File: src/logic/acpc_consts.svh
`ifndef ACPC_CONSTS_SVH
`define ACPC_CONSTS_SVH
`define ACPC_OFS_MODE0      5'h00
`define ACPC_OFS_CHAN       5'h04
`define ACPC_OFS_PRIO       5'h08
`define ACPC_OFS_IRQ_STAT   5'h0C
`define ACPC_OFS_IRQ_MASK   5'h10
`define ACPC_BIT_START      0
`define ACPC_BIT_SCAN       1
`define ACPC_BIT_REF_ON     7
`define ACPC_BIT_IDLE_RUN   6
`define ACPC_BIT_SCAN_WIDE  5
`define ACPC_BIT_PDONE      7
`define ACPC_BIT_PBUSY      6
`define ACPC_BIT_PSTART     5
`define ACPC_BIT_NBUSY      6
`define ACPC_BIT_NDONE      7
`define ACPC_IRQ_NDONE      0
`define ACPC_IRQ_PDONE      1
`define ACPC_LAST_CHAN      4'hB
`define ACPC_REF_SETTLE_NS  3000
`define ACPC_CLK_NS         5
`define ACPC_REF_SETTLE_CYC ((`ACPC_REF_SETTLE_NS+`ACPC_CLK_NS-1)/`ACPC_CLK_NS)
`endif

File: src/logic/acpc_pkg.sv
package acpc_pkg;
    typedef enum logic [2:0] {
        ACPC_IDLE  = 3'b001,
        ACPC_NORM  = 3'b010,
        ACPC_PRIO  = 3'b100
    } acpc_state_e;

    typedef struct packed {
        acpc_state_e state;
        logic        ref_on;
        logic        idle_run;
        logic        scan_wide;
        logic [3:0]  chan;
        logic        scan;
        logic [3:0]  prio_chan;
        logic        prio_done;
        logic        norm_done;
        logic [3:0]  cur_chan;
        logic [3:0]  last_chan;
        logic [1:0]  irq_stat;
        logic [1:0]  irq_mask;
        logic        ack;
        logic [31:0] rdata;
        logic        conv_req;
        logic [3:0]  conv_chan;
        logic        prio_pend;
    } acpc_state_s;
endpackage

File: src/logic/acpc_top.sv
// Our own choices: the Avalon-MM interface to the registers and the address map.
`timescale 1ns/1ps
`default_nettype none
`include "acpc_consts.svh"
// Register front end and sequencer for the converter channel control.
// The analog core is outside: it takes conv_req and conv_chan and answers
// with a one-cycle conv_done pulse from the same clock domain.
module acpc_top (
    input  wire logic        clock,
    input  wire logic        rstn,
    input  wire logic [4:0]  avs_address,
    input  wire logic        avs_read,
    input  wire logic        avs_write,
    input  wire logic [31:0] avs_writedata,
    output logic [31:0]      avs_readdata,
    output logic             avs_waitrequest,
    input  wire logic        idle_mode,
    input  wire logic        conv_done,
    output logic             conv_req,
    output logic [3:0]       conv_chan,
    output logic             ref_voltage_on,
    output logic             conv_enable,
    output logic             irq
);
    acpc_pkg::acpc_state_s s_reg;
    acpc_pkg::acpc_state_s s_next;
    logic                  access;
    logic                  wr;
    logic                  rd;
    logic                  idle_ff1_reg;
    logic                  idle_ff2_reg;

    // First channel of a scan range for the selected grouping.
    function automatic logic [3:0] scan_base(input logic [3:0] code,
                                             input logic       wide);
        if (code[3])
            scan_base = 4'h8;
        else if (!wide && code[2])
            scan_base = 4'h4;
        else
            scan_base = 4'h0;
    endfunction

    always_ff @(posedge clock or negedge rstn) begin
        if (!rstn) begin
            idle_ff1_reg <= 1'b0;
            idle_ff2_reg <= 1'b0;
        end else begin
            idle_ff1_reg <= idle_mode;
            idle_ff2_reg <= idle_ff1_reg;
        end
    end

    // One wait cycle per access; a write lands on the edge that ends it.
    assign access = (avs_read || avs_write) && !s_reg.ack;
    assign wr = avs_write && s_reg.ack;
    assign rd = avs_read && !s_reg.ack;
    assign avs_waitrequest = (avs_read || avs_write) && !s_reg.ack;
    assign avs_readdata = s_reg.rdata;
    assign conv_req = s_reg.conv_req;
    assign conv_chan = s_reg.conv_chan;
    assign ref_voltage_on = s_reg.ref_on;
    assign conv_enable = !idle_ff2_reg || s_reg.idle_run;
    assign irq = |(s_reg.irq_stat & s_reg.irq_mask);

    always_comb begin
        logic start_n;
        logic start_p;
        logic run;
        start_n = 1'b0;
        start_p = 1'b0;
        run = conv_enable;
        s_next = s_reg;
        s_next.ack = access;
        s_next.conv_req = 1'b0;
        if (rd) begin
            unique case (avs_address)
                `ACPC_OFS_MODE0: begin
                    s_next.rdata = 32'h0;
                    s_next.rdata[`ACPC_BIT_NDONE] = s_reg.norm_done;
                    s_next.rdata[`ACPC_BIT_NBUSY] =
                        (s_reg.state == acpc_pkg::ACPC_NORM);
                    s_next.rdata[`ACPC_BIT_SCAN] = s_reg.scan;
                    s_next.norm_done = 1'b0;
                end
                `ACPC_OFS_CHAN:
                    s_next.rdata = {24'h0, s_reg.ref_on, s_reg.idle_run,
                                    s_reg.scan_wide, 1'b0, s_reg.chan};
                `ACPC_OFS_PRIO: begin
                    s_next.rdata = {24'h0, s_reg.prio_done,
                        (s_reg.state == acpc_pkg::ACPC_PRIO) ||
                        s_reg.prio_pend, 2'b00, s_reg.prio_chan};
                    s_next.prio_done = 1'b0;
                end
                `ACPC_OFS_IRQ_STAT: s_next.rdata = {30'h0, s_reg.irq_stat};
                `ACPC_OFS_IRQ_MASK: s_next.rdata = {30'h0, s_reg.irq_mask};
                default: s_next.rdata = 32'h0;
            endcase
        end
        if (wr) begin
            unique case (avs_address)
                `ACPC_OFS_MODE0: begin
                    s_next.scan = avs_writedata[`ACPC_BIT_SCAN];
                    start_n = avs_writedata[`ACPC_BIT_START];
                end
                `ACPC_OFS_CHAN: begin
                    s_next.ref_on = avs_writedata[`ACPC_BIT_REF_ON];
                    s_next.idle_run = avs_writedata[`ACPC_BIT_IDLE_RUN];
                    s_next.scan_wide = avs_writedata[`ACPC_BIT_SCAN_WIDE];
                    s_next.chan = avs_writedata[3:0];
                end
                `ACPC_OFS_PRIO: begin
                    s_next.prio_chan = avs_writedata[3:0];
                    start_p = avs_writedata[`ACPC_BIT_PSTART];
                end
                `ACPC_OFS_IRQ_STAT:
                    s_next.irq_stat = s_reg.irq_stat & ~avs_writedata[1:0];
                `ACPC_OFS_IRQ_MASK: s_next.irq_mask = avs_writedata[1:0];
                default: ;
            endcase
        end
        if (start_p) begin
            s_next.prio_pend = 1'b1;
            s_next.prio_done = 1'b0;
        end
        unique case (s_reg.state)
            acpc_pkg::ACPC_IDLE: begin
                if (run && (s_reg.prio_pend || start_p)) begin
                    s_next.prio_pend = 1'b0;
                    s_next.state = acpc_pkg::ACPC_PRIO;
                    s_next.conv_req = 1'b1;
                    s_next.conv_chan = start_p ? avs_writedata[3:0]
                                               : s_reg.prio_chan;
                end else if (start_n) begin
                    s_next.state = acpc_pkg::ACPC_NORM;
                    s_next.norm_done = 1'b0;
                    if (s_next.scan) begin
                        s_next.cur_chan = scan_base(s_reg.chan,
                                                    s_reg.scan_wide);
                        s_next.last_chan = s_reg.chan;
                    end else begin
                        s_next.cur_chan = s_reg.chan;
                        s_next.last_chan = s_reg.chan;
                    end
                    s_next.conv_req = 1'b1;
                    s_next.conv_chan = s_next.cur_chan;
                end
            end
            acpc_pkg::ACPC_NORM: begin
                if (conv_done) begin
                    if (s_reg.cur_chan == s_reg.last_chan) begin
                        s_next.state = acpc_pkg::ACPC_IDLE;
                        s_next.norm_done = 1'b1;
                        s_next.irq_stat[`ACPC_IRQ_NDONE] = 1'b1;
                    end else if (run) begin
                        s_next.cur_chan = s_reg.cur_chan + 4'h1;
                        s_next.conv_req = 1'b1;
                        s_next.conv_chan = s_reg.cur_chan + 4'h1;
                    end else begin
                        s_next.cur_chan = s_reg.cur_chan + 4'h1;
                    end
                end else if (run && !s_reg.conv_req && s_reg.conv_chan
                             != s_reg.cur_chan) begin
                    s_next.conv_req = 1'b1;
                    s_next.conv_chan = s_reg.cur_chan;
                end
            end
            acpc_pkg::ACPC_PRIO: begin
                if (conv_done) begin
                    s_next.state = acpc_pkg::ACPC_IDLE;
                    s_next.prio_done = 1'b1;
                    s_next.irq_stat[`ACPC_IRQ_PDONE] = 1'b1;
                end
            end
            default: s_next.state = acpc_pkg::ACPC_IDLE;
        endcase
    end

    always_ff @(posedge clock or negedge rstn) begin
        if (!rstn) begin
            s_reg <= '{state: acpc_pkg::ACPC_IDLE, default: '0};
        end else begin
            s_reg <= s_next;
        end
    end

    // Each access is answered after exactly one wait cycle.
    a_ack_single: assert property (
        @(posedge clock) disable iff (!rstn)
        s_reg.ack
        |=> !s_reg.ack)
        else $error("acknowledge held for two cycles");

    a_ref_follows: assert property (
        @(posedge clock) disable iff (!rstn)
        (wr && avs_address == `ACPC_OFS_CHAN)
        |=> ref_voltage_on == $past(avs_writedata[`ACPC_BIT_REF_ON]))
        else $error("reference enable does not follow the register");

    a_ref_holds: assert property (
        @(posedge clock) disable iff (!rstn)
        !(wr && avs_address == `ACPC_OFS_CHAN)
        |=> $stable(ref_voltage_on))
        else $error("reference enable changed without a write");

    a_idle_gate: assert property (
        @(posedge clock) disable iff (!rstn)
        (idle_ff2_reg && !s_reg.idle_run)
        |-> !conv_enable)
        else $error("converter runs in idle with idle-run off");

    a_idle_stop: assert property (
        @(posedge clock) disable iff (!rstn)
        (s_reg.state == acpc_pkg::ACPC_NORM && !conv_enable)
        |=> !conv_req)
        else $error("scan requested a conversion while stopped");

    a_scan_upper: assert property (
        @(posedge clock) disable iff (!rstn)
        (conv_req && s_reg.state == acpc_pkg::ACPC_NORM &&
         $past(s_reg.state) == acpc_pkg::ACPC_IDLE &&
         s_reg.scan && s_reg.chan[3])
        |-> conv_chan == 4'h8)
        else $error("upper scan does not start at input eight");

    a_scan_narrow: assert property (
        @(posedge clock) disable iff (!rstn)
        (conv_req && s_reg.state == acpc_pkg::ACPC_NORM &&
         $past(s_reg.state) == acpc_pkg::ACPC_IDLE && s_reg.scan &&
         !s_reg.scan_wide && s_reg.chan[3:2] == 2'b01)
        |-> conv_chan == 4'h4)
        else $error("narrow scan does not start at input four");

    a_scan_wide: assert property (
        @(posedge clock) disable iff (!rstn)
        (conv_req && s_reg.state == acpc_pkg::ACPC_NORM &&
         $past(s_reg.state) == acpc_pkg::ACPC_IDLE && s_reg.scan &&
         s_reg.scan_wide && !s_reg.chan[3])
        |-> conv_chan == 4'h0)
        else $error("wide scan does not start at input zero");

    a_fixed_chan: assert property (
        @(posedge clock) disable iff (!rstn)
        (conv_req && s_reg.state == acpc_pkg::ACPC_NORM &&
         $past(s_reg.state) == acpc_pkg::ACPC_IDLE &&
         !s_reg.scan)
        |-> conv_chan == s_reg.chan)
        else $error("fixed mode converts the wrong input");

    a_pdone_set: assert property (
        @(posedge clock) disable iff (!rstn)
        (s_reg.state == acpc_pkg::ACPC_PRIO && conv_done)
        |=> s_reg.prio_done)
        else $error("priority done not set");

    a_pdone_start: assert property (
        @(posedge clock) disable iff (!rstn)
        (wr && avs_address == `ACPC_OFS_PRIO &&
         avs_writedata[`ACPC_BIT_PSTART] &&
         s_reg.state != acpc_pkg::ACPC_PRIO)
        |=> !s_reg.prio_done)
        else $error("priority done not cleared by a start");

    a_pdone_rdclr: assert property (
        @(posedge clock) disable iff (!rstn)
        (rd && avs_address == `ACPC_OFS_PRIO &&
         !conv_done)
        |=> !s_reg.prio_done)
        else $error("priority done not cleared by read");

    a_pbusy_done: assert property (
        @(posedge clock) disable iff (!rstn)
        (s_reg.state == acpc_pkg::ACPC_PRIO &&
         !$past(conv_done))
        |-> !s_reg.prio_done)
        else $error("busy and done together");

    a_pbusy_idle: assert property (
        @(posedge clock) disable iff (!rstn)
        (rd && avs_address == `ACPC_OFS_PRIO &&
         s_reg.state == acpc_pkg::ACPC_IDLE && !s_reg.prio_pend)
        |=> !avs_readdata[`ACPC_BIT_PBUSY])
        else $error("priority busy reads one while idle");

    a_pbusy_run: assert property (
        @(posedge clock) disable iff (!rstn)
        (rd && avs_address == `ACPC_OFS_PRIO &&
         s_reg.state == acpc_pkg::ACPC_PRIO)
        |=> avs_readdata[`ACPC_BIT_PBUSY])
        else $error("priority busy reads zero while running");

    a_pstart_go: assert property (
        @(posedge clock) disable iff (!rstn)
        (wr && avs_address == `ACPC_OFS_PRIO &&
         avs_writedata[`ACPC_BIT_PSTART] &&
         s_reg.state == acpc_pkg::ACPC_IDLE && conv_enable)
        |=> conv_req)
        else $error("priority start ignored");

    a_pstart_rd0: assert property (
        @(posedge clock) disable iff (!rstn)
        (rd && avs_address == `ACPC_OFS_PRIO)
        |=> !avs_readdata[`ACPC_BIT_PSTART])
        else $error("priority start bit reads one");

    a_prio_chan: assert property (
        @(posedge clock) disable iff (!rstn)
        (conv_req && s_reg.state == acpc_pkg::ACPC_PRIO)
        |-> conv_chan == s_reg.prio_chan)
        else $error("priority conversion on the wrong input");

    a_scan_mode: assert property (
        @(posedge clock) disable iff (!rstn)
        (wr && avs_address == `ACPC_OFS_MODE0)
        |=> s_reg.scan == $past(avs_writedata[`ACPC_BIT_SCAN]))
        else $error("scan bit does not follow the write");

    a_nstart_go: assert property (
        @(posedge clock) disable iff (!rstn)
        (wr && avs_address == `ACPC_OFS_MODE0 &&
         avs_writedata[`ACPC_BIT_START] &&
         s_reg.state == acpc_pkg::ACPC_IDLE && !s_reg.prio_pend)
        |=> conv_req)
        else $error("normal start ignored");

    a_nstart_rd0: assert property (
        @(posedge clock) disable iff (!rstn)
        (rd && avs_address == `ACPC_OFS_MODE0)
        |=> !avs_readdata[`ACPC_BIT_START])
        else $error("normal start bit reads one");

    a_scan_order: assert property (
        @(posedge clock) disable iff (!rstn)
        (conv_req && s_reg.state == acpc_pkg::ACPC_NORM &&
         $past(s_reg.state) == acpc_pkg::ACPC_NORM && $past(conv_done))
        |-> conv_chan == $past(conv_chan) + 4'h1)
        else $error("scan not ascending");

    a_scan_end: assert property (
        @(posedge clock) disable iff (!rstn)
        (s_reg.state == acpc_pkg::ACPC_NORM && conv_done &&
         s_reg.cur_chan == s_reg.last_chan)
        |=> s_reg.state == acpc_pkg::ACPC_IDLE)
        else $error("scan runs past its last input");
endmodule
`default_nettype wire

File: config.mk
export PLATFORM = sky130hd
export DESIGN_NAME = acpc_top
export DESIGN_NICKNAME = d
export VERILOG_FILES = /design/src/logic/acpc_pkg.sv /design/src/logic/acpc_top.sv
export VERILOG_INCLUDE_DIRS = /design/src /design/src/logic
export SDC_FILE = /design/constraint.sdc
export NUM_CORES = 1
export LEC_CHECK = 0
export ABC_AREA = 1
export BUFFER_PORTS_ARGS = -buffer_cell sky130_fd_sc_hd__buf_2
export CAP_MARGIN = 40
export CORE_MARGIN = 2
export CORE_UTILIZATION = 56
export DETAILED_ROUTE_END_ITERATION = 16
export PLACE_DENSITY = 0.88
export SYNTH_ARGS = -nofsm -noshare
export SYNTH_HDL_FRONTEND = slang
export SYNTH_SLANG_ARGS = --single-unit
export TNS_END_PERCENT = 100
File: constraint.sdc
create_clock -name clock -period 4.3 [get_ports clock]
set_input_delay 0.43 -clock clock [delete_from_list [all_inputs] [get_ports clock]]
set_output_delay 0.43 -clock clock [all_outputs]
set_load 0.03 [all_outputs]
==> impl_metrics.csv, run 1 <==
group,metric,value,unit
clock_tree,cts-buffers-inserted,5,
layout,post-route-cell-area,0.00299,mm^2
layout,fin_util,62.8,%
placed_design,portBuffers,33,
synthesis,ys_warn_count,0,
timing,period_needed,1.82,ns
die,ios,84,
synthesis,ys_top_cells_by_area,"dfrtp_1 40%, nand2_1 13%, buf_4 10%",
placed_design,dp_hpwl,4700,um
placed_design,placedCellCount,459,
die,dieWidth,74.5,um
route,drc_errors,0,
synthesis,async_flop_share,100,%
timing,relSlewSlack,63.6,%
synthesis,ys.flop_type,"dfrtp_1",
worst_setup_path,path_max_fanout,4,
power,ir_drop,0.228,mV
layout,nFillCells,433,
worst_setup_path,worstSetupEndpointType,"output port",
layout,final_nets,443,
die,die_y,74.5,um
global_routing,antenna_found_initial,0,
synthesis,synth_edf_count,0,
clock_tree,cts_sinks,45,
layout,finalNonFillerCells,467,
timing,skew,0.00808,ns
clock_tree,cts_buffer_depth,2,
placed_design,gp_congestion,0.946,
synthesis,syn_area_per_cell,7.49,um^2
timing,tightestPinTransition,0.546,ns
layout,synthToLayoutAreaGrowth,7.14,%
layout,largest_reg_flops,30,
clock_tree,cts_setup_buffers,0,
clock_tree,hold_buffers,0,
synthesis,synthCells,372,
clock_tree,clkTransAtPathRegs,0.10,ns
layout,n_antenna_cell,0,
global_routing,grt_max_degree,25,
timing,tns,0,ns
synthesis,synth.distinct_cells,32,
die,initial_core_util,58.6,%
timing,hold_viol_final,0,
synthesis,synth_top_area_share,39.5,%
status,status,"finished, final reports clean",
synthesis,yosysMostFrequentCell,"nand2_1",
synthesis,synth.cell_area,0.00279,mm^2
route,drt-total-wl,6110,um
worst_setup_path,critical_path_class,"reg2out",
die,core,0.00475,mm^2
worst_setup_path,start_kind,"flip-flop",
clock_tree,clockRootBuffer,"clkbuf_8",
timing,rsz0062_at_grt,"no",
die,die_area,0.00556,mm^2
synthesis,yosysSeqAreaShare,40.5,%
worst_setup_path,required,3.87,ns
timing,clock.fmax,550,MHz
global_routing,grtUsageTotal,24.3,%
synthesis,netlist_top_cells_count,"97 x nand2_1, 48 x inv_1, 44 x dfrtp_1",
global_routing,grt_pass1_wl,10200,um
clock_tree,tritoncts,"built",
power,power.total,1280,uW
run,cap_viol_max_count,0,
clock_tree,htreeDepth,2,
clock_tree,cts_resized,0,
worst_setup_path,critPathArrivalTime,1.39,ns
route,vias_per_cell,5.30,
timing,setup_viol_count_final,0,
layout,layout-drive-gt1-share,15.5,%
placed_design,placedInstanceArea,0.00287,mm^2
synthesis,synth.ff_latch_count,45,
worst_hold_path,holdCritPathClass,"in2async",
global_routing,overflow,0,
die,row_count,25,
clock_tree,clk_latency,0.32,ns
synthesis,synth.largest_area_cell,"dfrtp_1",
power,leakage,0.00165,uW
route,drt_iter0_drc,189,
timing,period_share,42.3,%
global_routing,grt_pass1_vias,2228,
route,ant_nets,0,
route,wl_per_cell,13.1,um
route,dr.pass1.iters,5,
power,powerDensity,428,mW/mm^2
route,vias,2473,
timing,slew_violations,0,
==> report_power, final <==
group	switching (uW)	leakage [uW]	internal [uW]
clock	165	0.0000543	174
sequential	65.0	0.000583	485
combinational	265	0.00101	124
==> layout by cell type, fill, tap and decap left out, types with 5 or more instances in the layout <==
cell	netlist	routed
nand2_1	97	97
inv_1	48	48
dfrtp_1	44	44
nor2_1	43	43
buf_2	1	33
nand3_1	26	26
conb_1	1	25
o21ai_0	20	20
nand4_1	13	13
clkbuf_8	0	5
==> layer usage <==
metal	part of all wire, %	vias up	routed length [um]	global-route usage [%]
met5	0	-	0	0
met4	2.6	0	160	9.72
met3	7.8	14	479	4.34
met2	48	115	2920	39.3
met1	42	1172	2550	32.3
li1	-	1172	-	-
==> final timing paths <==
kind	from	endpoint	slack, ns	depth (start not counted)
worst max register to register	s_reg[49]	conv_chan[0]	2.53	10
worst max-delay path	s_reg[63]	conv_enable	2.48	3
worst min register to register	idle_ff1_reg	idle_ff2_reg	0.36	0
max in group asynchronous	rstn	s_reg[52]	3.72	2
min in group clock	idle_mode	idle_ff1_reg	0.22	1
worst min-delay path	rstn	s_reg[47]	0.09	1
==> critical path: stages (launching register included) <==
cell and delay [ns]:
dfrtp_1 0.41, nor2_1 0.27, inv_1 0.18, buf_2 0.22
==> logic make-up after synthesis <==
family	after synthesis	share of synthesized area [%]
simple gates	195	32.2
fa+ha+maj	1	0.449
flops	45	40.5
other cells	1	0.135
mux	3	1.21
compound gates	34	7.10
xor+xnor	5	1.57
buf+inv	88	16.9
==> final cells by class <==
class / count / area (um^2) / area share (%)
Clock inverter: 3 / 46.3 / 1.55
Multi-Input combinational cell: 263 / 1280 / 42.8
Timing Repair Buffer: 34 / 193 / 6.45
Tap cell: 67 / 83.8 / 2.81
Clock buffer: 5 / 68.8 / 2.31
Inverter: 50 / 188 / 6.29
Sequential cell: 45 / 1130 / 37.8
==> through the flow <==
step,hold slack [ns],setup WS [ns]
floorplan,0.134,2.81
global placement,0.334,2.53
detailed placement,0.338,2.46
CTS,0.108,2.50
global route,0.116,2.38
finish,0.0891,2.48
Note: power is estimated with default switching activity, not from simulation.
==> run 2: changes to the inputs <==
--- a/config.mk
+++ b/config.mk
@@ -10,9 +10,9 @@
 export BUFFER_PORTS_ARGS = -buffer_cell sky130_fd_sc_hd__buf_2
 export CAP_MARGIN = 40
 export CORE_MARGIN = 2
-export CORE_UTILIZATION = 56
+export CORE_UTILIZATION = 52
 export DETAILED_ROUTE_END_ITERATION = 16
-export PLACE_DENSITY = 0.88
+export PLACE_DENSITY = 0.83
 export SYNTH_ARGS = -nofsm -noshare
 export SYNTH_HDL_FRONTEND = slang
 export SYNTH_SLANG_ARGS = --single-unit
==> constraint.sdc (replaced) <==
create_clock -name clock -period 1.8 [get_ports clock]
set_input_delay 0.18 -clock clock [delete_from_list [all_inputs] [get_ports clock]]
set_output_delay 0.18 -clock clock [all_outputs]
set_load 0.03 [all_outputs]
==> run 2 against run 1 <==
- non-clock buffer count is 6 higher
- sequential share of layout area is 0.60 points lower
- hold slack improved by 0.0089 ns
- count of clock-buffer cells in the layout grew 1
- global-route usage is 2.2 points lower
- sequential cell count is the same
- worst setup slack worse by 2.3 ns
- cell count increased by 1.9%
- first-iteration DRC count increased by 19%
- clock skew rose by 0.0043 ns
- routed wire length hardly changed
- largest power group unchanged
==> impl_metrics.csv, run 2 (synthesis gave the netlist of run 1 again) <==
group,metric,value,unit
die,dieWidth,77.2,um
route,drt_iter0_drc,225,
timing,skew,0.0124,ns
worst_setup_path,path_max_fanout,5,
die,die_area,0.00596,mm^2
global_routing,grtUsageTotal,22.0,%
timing,period_share,90.2,%
timing,holdWs,0.0980,ns
worst_setup_path,start_kind,"flip-flop",
global_routing,antenna_found_initial,0,
power,powerDensity,1020,mW/mm^2
worst_setup_path,critPathArrivalTime,1.86,ns
die,core,0.00514,mm^2
global_routing,grt_pass1_vias,2246,
placed_design,dp_hpwl,4730,um
clock_tree,clkTransAtPathRegs,0.09,ns
route,ant_nets,0,
layout,n_antenna_cell,0,
timing,rsz0062_at_grt,"no",
worst_setup_path,worstSetupEndpointType,"flip-flop",
die,die_y,77.2,um
clock_tree,clk_latency,0.31,ns
layout,final_common_cell,"nand2_1",
worst_hold_path,min_to,"ref_voltage_on",
layout,synthToLayoutAreaGrowth,9.34,%
worst_setup_path,r2r_cells,6,
layout,largest_reg_flops,30,
clock_tree,htreeDepth,2,
worst_setup_path,critical_path_class,"reg2reg",
timing,tightestPinTransition,0.553,ns
timing,setup_viol_count_final,0,
placed_design,portBuffers,33,
worst_setup_path,worstReg2RegEnd,"conv_chan[0]",
route,dr.pass1.iters,5,
worst_hold_path,holdCritPathClass,"in2reg",
global_routing,grt_pass1_wl,10500,um
timing,relSlewSlack,63.1,%
timing,fin_ws,0.177,ns
clock_tree,clockRootBuffer,"clkbuf_8",
power,ir_drop,0.763,mV
layout,final_cell_mix,"97 x nand2_1, 48 x inv_1, 40 x nor2_1, 40 x dfrtp_1, 33 x buf_2",
layout,final_nets,449,
timing,slew_violations,0,
die,ios,84,
timing,clock.fmax,616,MHz
route,drc_errors,0,
die,row_count,26,
clock_tree,cts_sinks,45,
status,status,"finished, final reports clean",
route,drt-total-wl,6120,um
clock_tree,tritoncts,"built",
die,initial_core_util,54.2,%
placed_design,pre_cts_ws,0.119,ns
clock_tree,cts-buffers-inserted,5,
worst_hold_path,min_delay_path_depth,2,
timing,tns,0,ns
timing,hold_viol_final,0,
worst_hold_path,min_from,"avs_writedata[7]",
timing,period_needed,1.62,ns
power,leakage,0.00167,uW
worst_setup_path,required,2.03,ns
worst_setup_path,r2r_start,"s_reg[65]",
route,wl_per_cell,12.9,um
layout,layout-drive-gt1-share,18.0,%
route,vias,2417,
worst_setup_path,r2r_slack,0.18,ns
global_routing,overflow,0,
layout,nFillCells,480,
placed_design,gp_congestion,0.890,
route,vias_per_cell,5.08,
global_routing,grt_max_degree,26,
clock_tree,cts_buffer_depth,2,
power,power.total,3120,uW
run,cap_viol_max_count,0,
[run 2: timing repair]
| action | CTS | global route |
|---|---|---|
| endpoints found under the hold margin | 24 | 0 |
| setup buffers | 0 | 1 |
| gates resized for setup | 0 | 9 |
| hold buffers | 2 | 0 |
| setup endpoints to repair | 0 | 9 |
[run 2: worst max-delay path: stages, from the launching register on]
cell	delay, ns
dfstp_2	0.53
nand3_1	0.23
inv_1	0.23
nand2_1	0.11
nor2_2	0.21
nand3_1	0.15
nand3_1	0.10
[run 2: routing by layer]
metal	GRT usage [%]	up-vias	routed length, um
met1	30.0	1124	2660
met5	0	-	0
met3	3.18	10	382
met2	36.6	96	2980
met4	6.25	0	95
li1	-	1187	-
[run 2: area by class of cell]
class	count	area (um^2)	share of cell area, %
clock buffer	6	82.6	2.71
timing repair buffer	40	223	7.31
sequential	45	1130	37.2
inverter	50	188	6.16
clock inverter	2	37.5	1.23
tap	70	87.6	2.87
multi-input combinational	263	1300	42.5
[run 2: where the power goes]
group	switching, uW	leakage (uW)	internal (uW)
Sequential	149	0.000578	1170
Combinational	668	0.00103	326
Clock	357	0.0000574	452
Total	1170	0.00167	1940
[run 2: worst max-delay path by stage]
stage,endpoint,slack (ns),depth (start not counted),startpoint
finish,conv_chan[0],0.18,6,s_reg[65]
CTS,conv_chan[0],0.09,10,s_reg[49]
global placement,conv_chan[0],0.15,10,s_reg[49]
global route,s_reg[47],0.03,11,s_reg[47]
detailed placement,conv_chan[0],0.12,10,s_reg[49]
floorplan,s_reg[48],0.36,7,s_reg[65]
[run 2: stage by stage]
step	cells	area, um^2	util [%]
5_1_grt	476	3050	59.3
3_5_place_dp	465	2880	56.0
2_1_floorplan	396	2880	-
3_3_place_gp	465	2880	56.0
4_1_cts	475	3020	58.7
6_report	476	3050	59.3
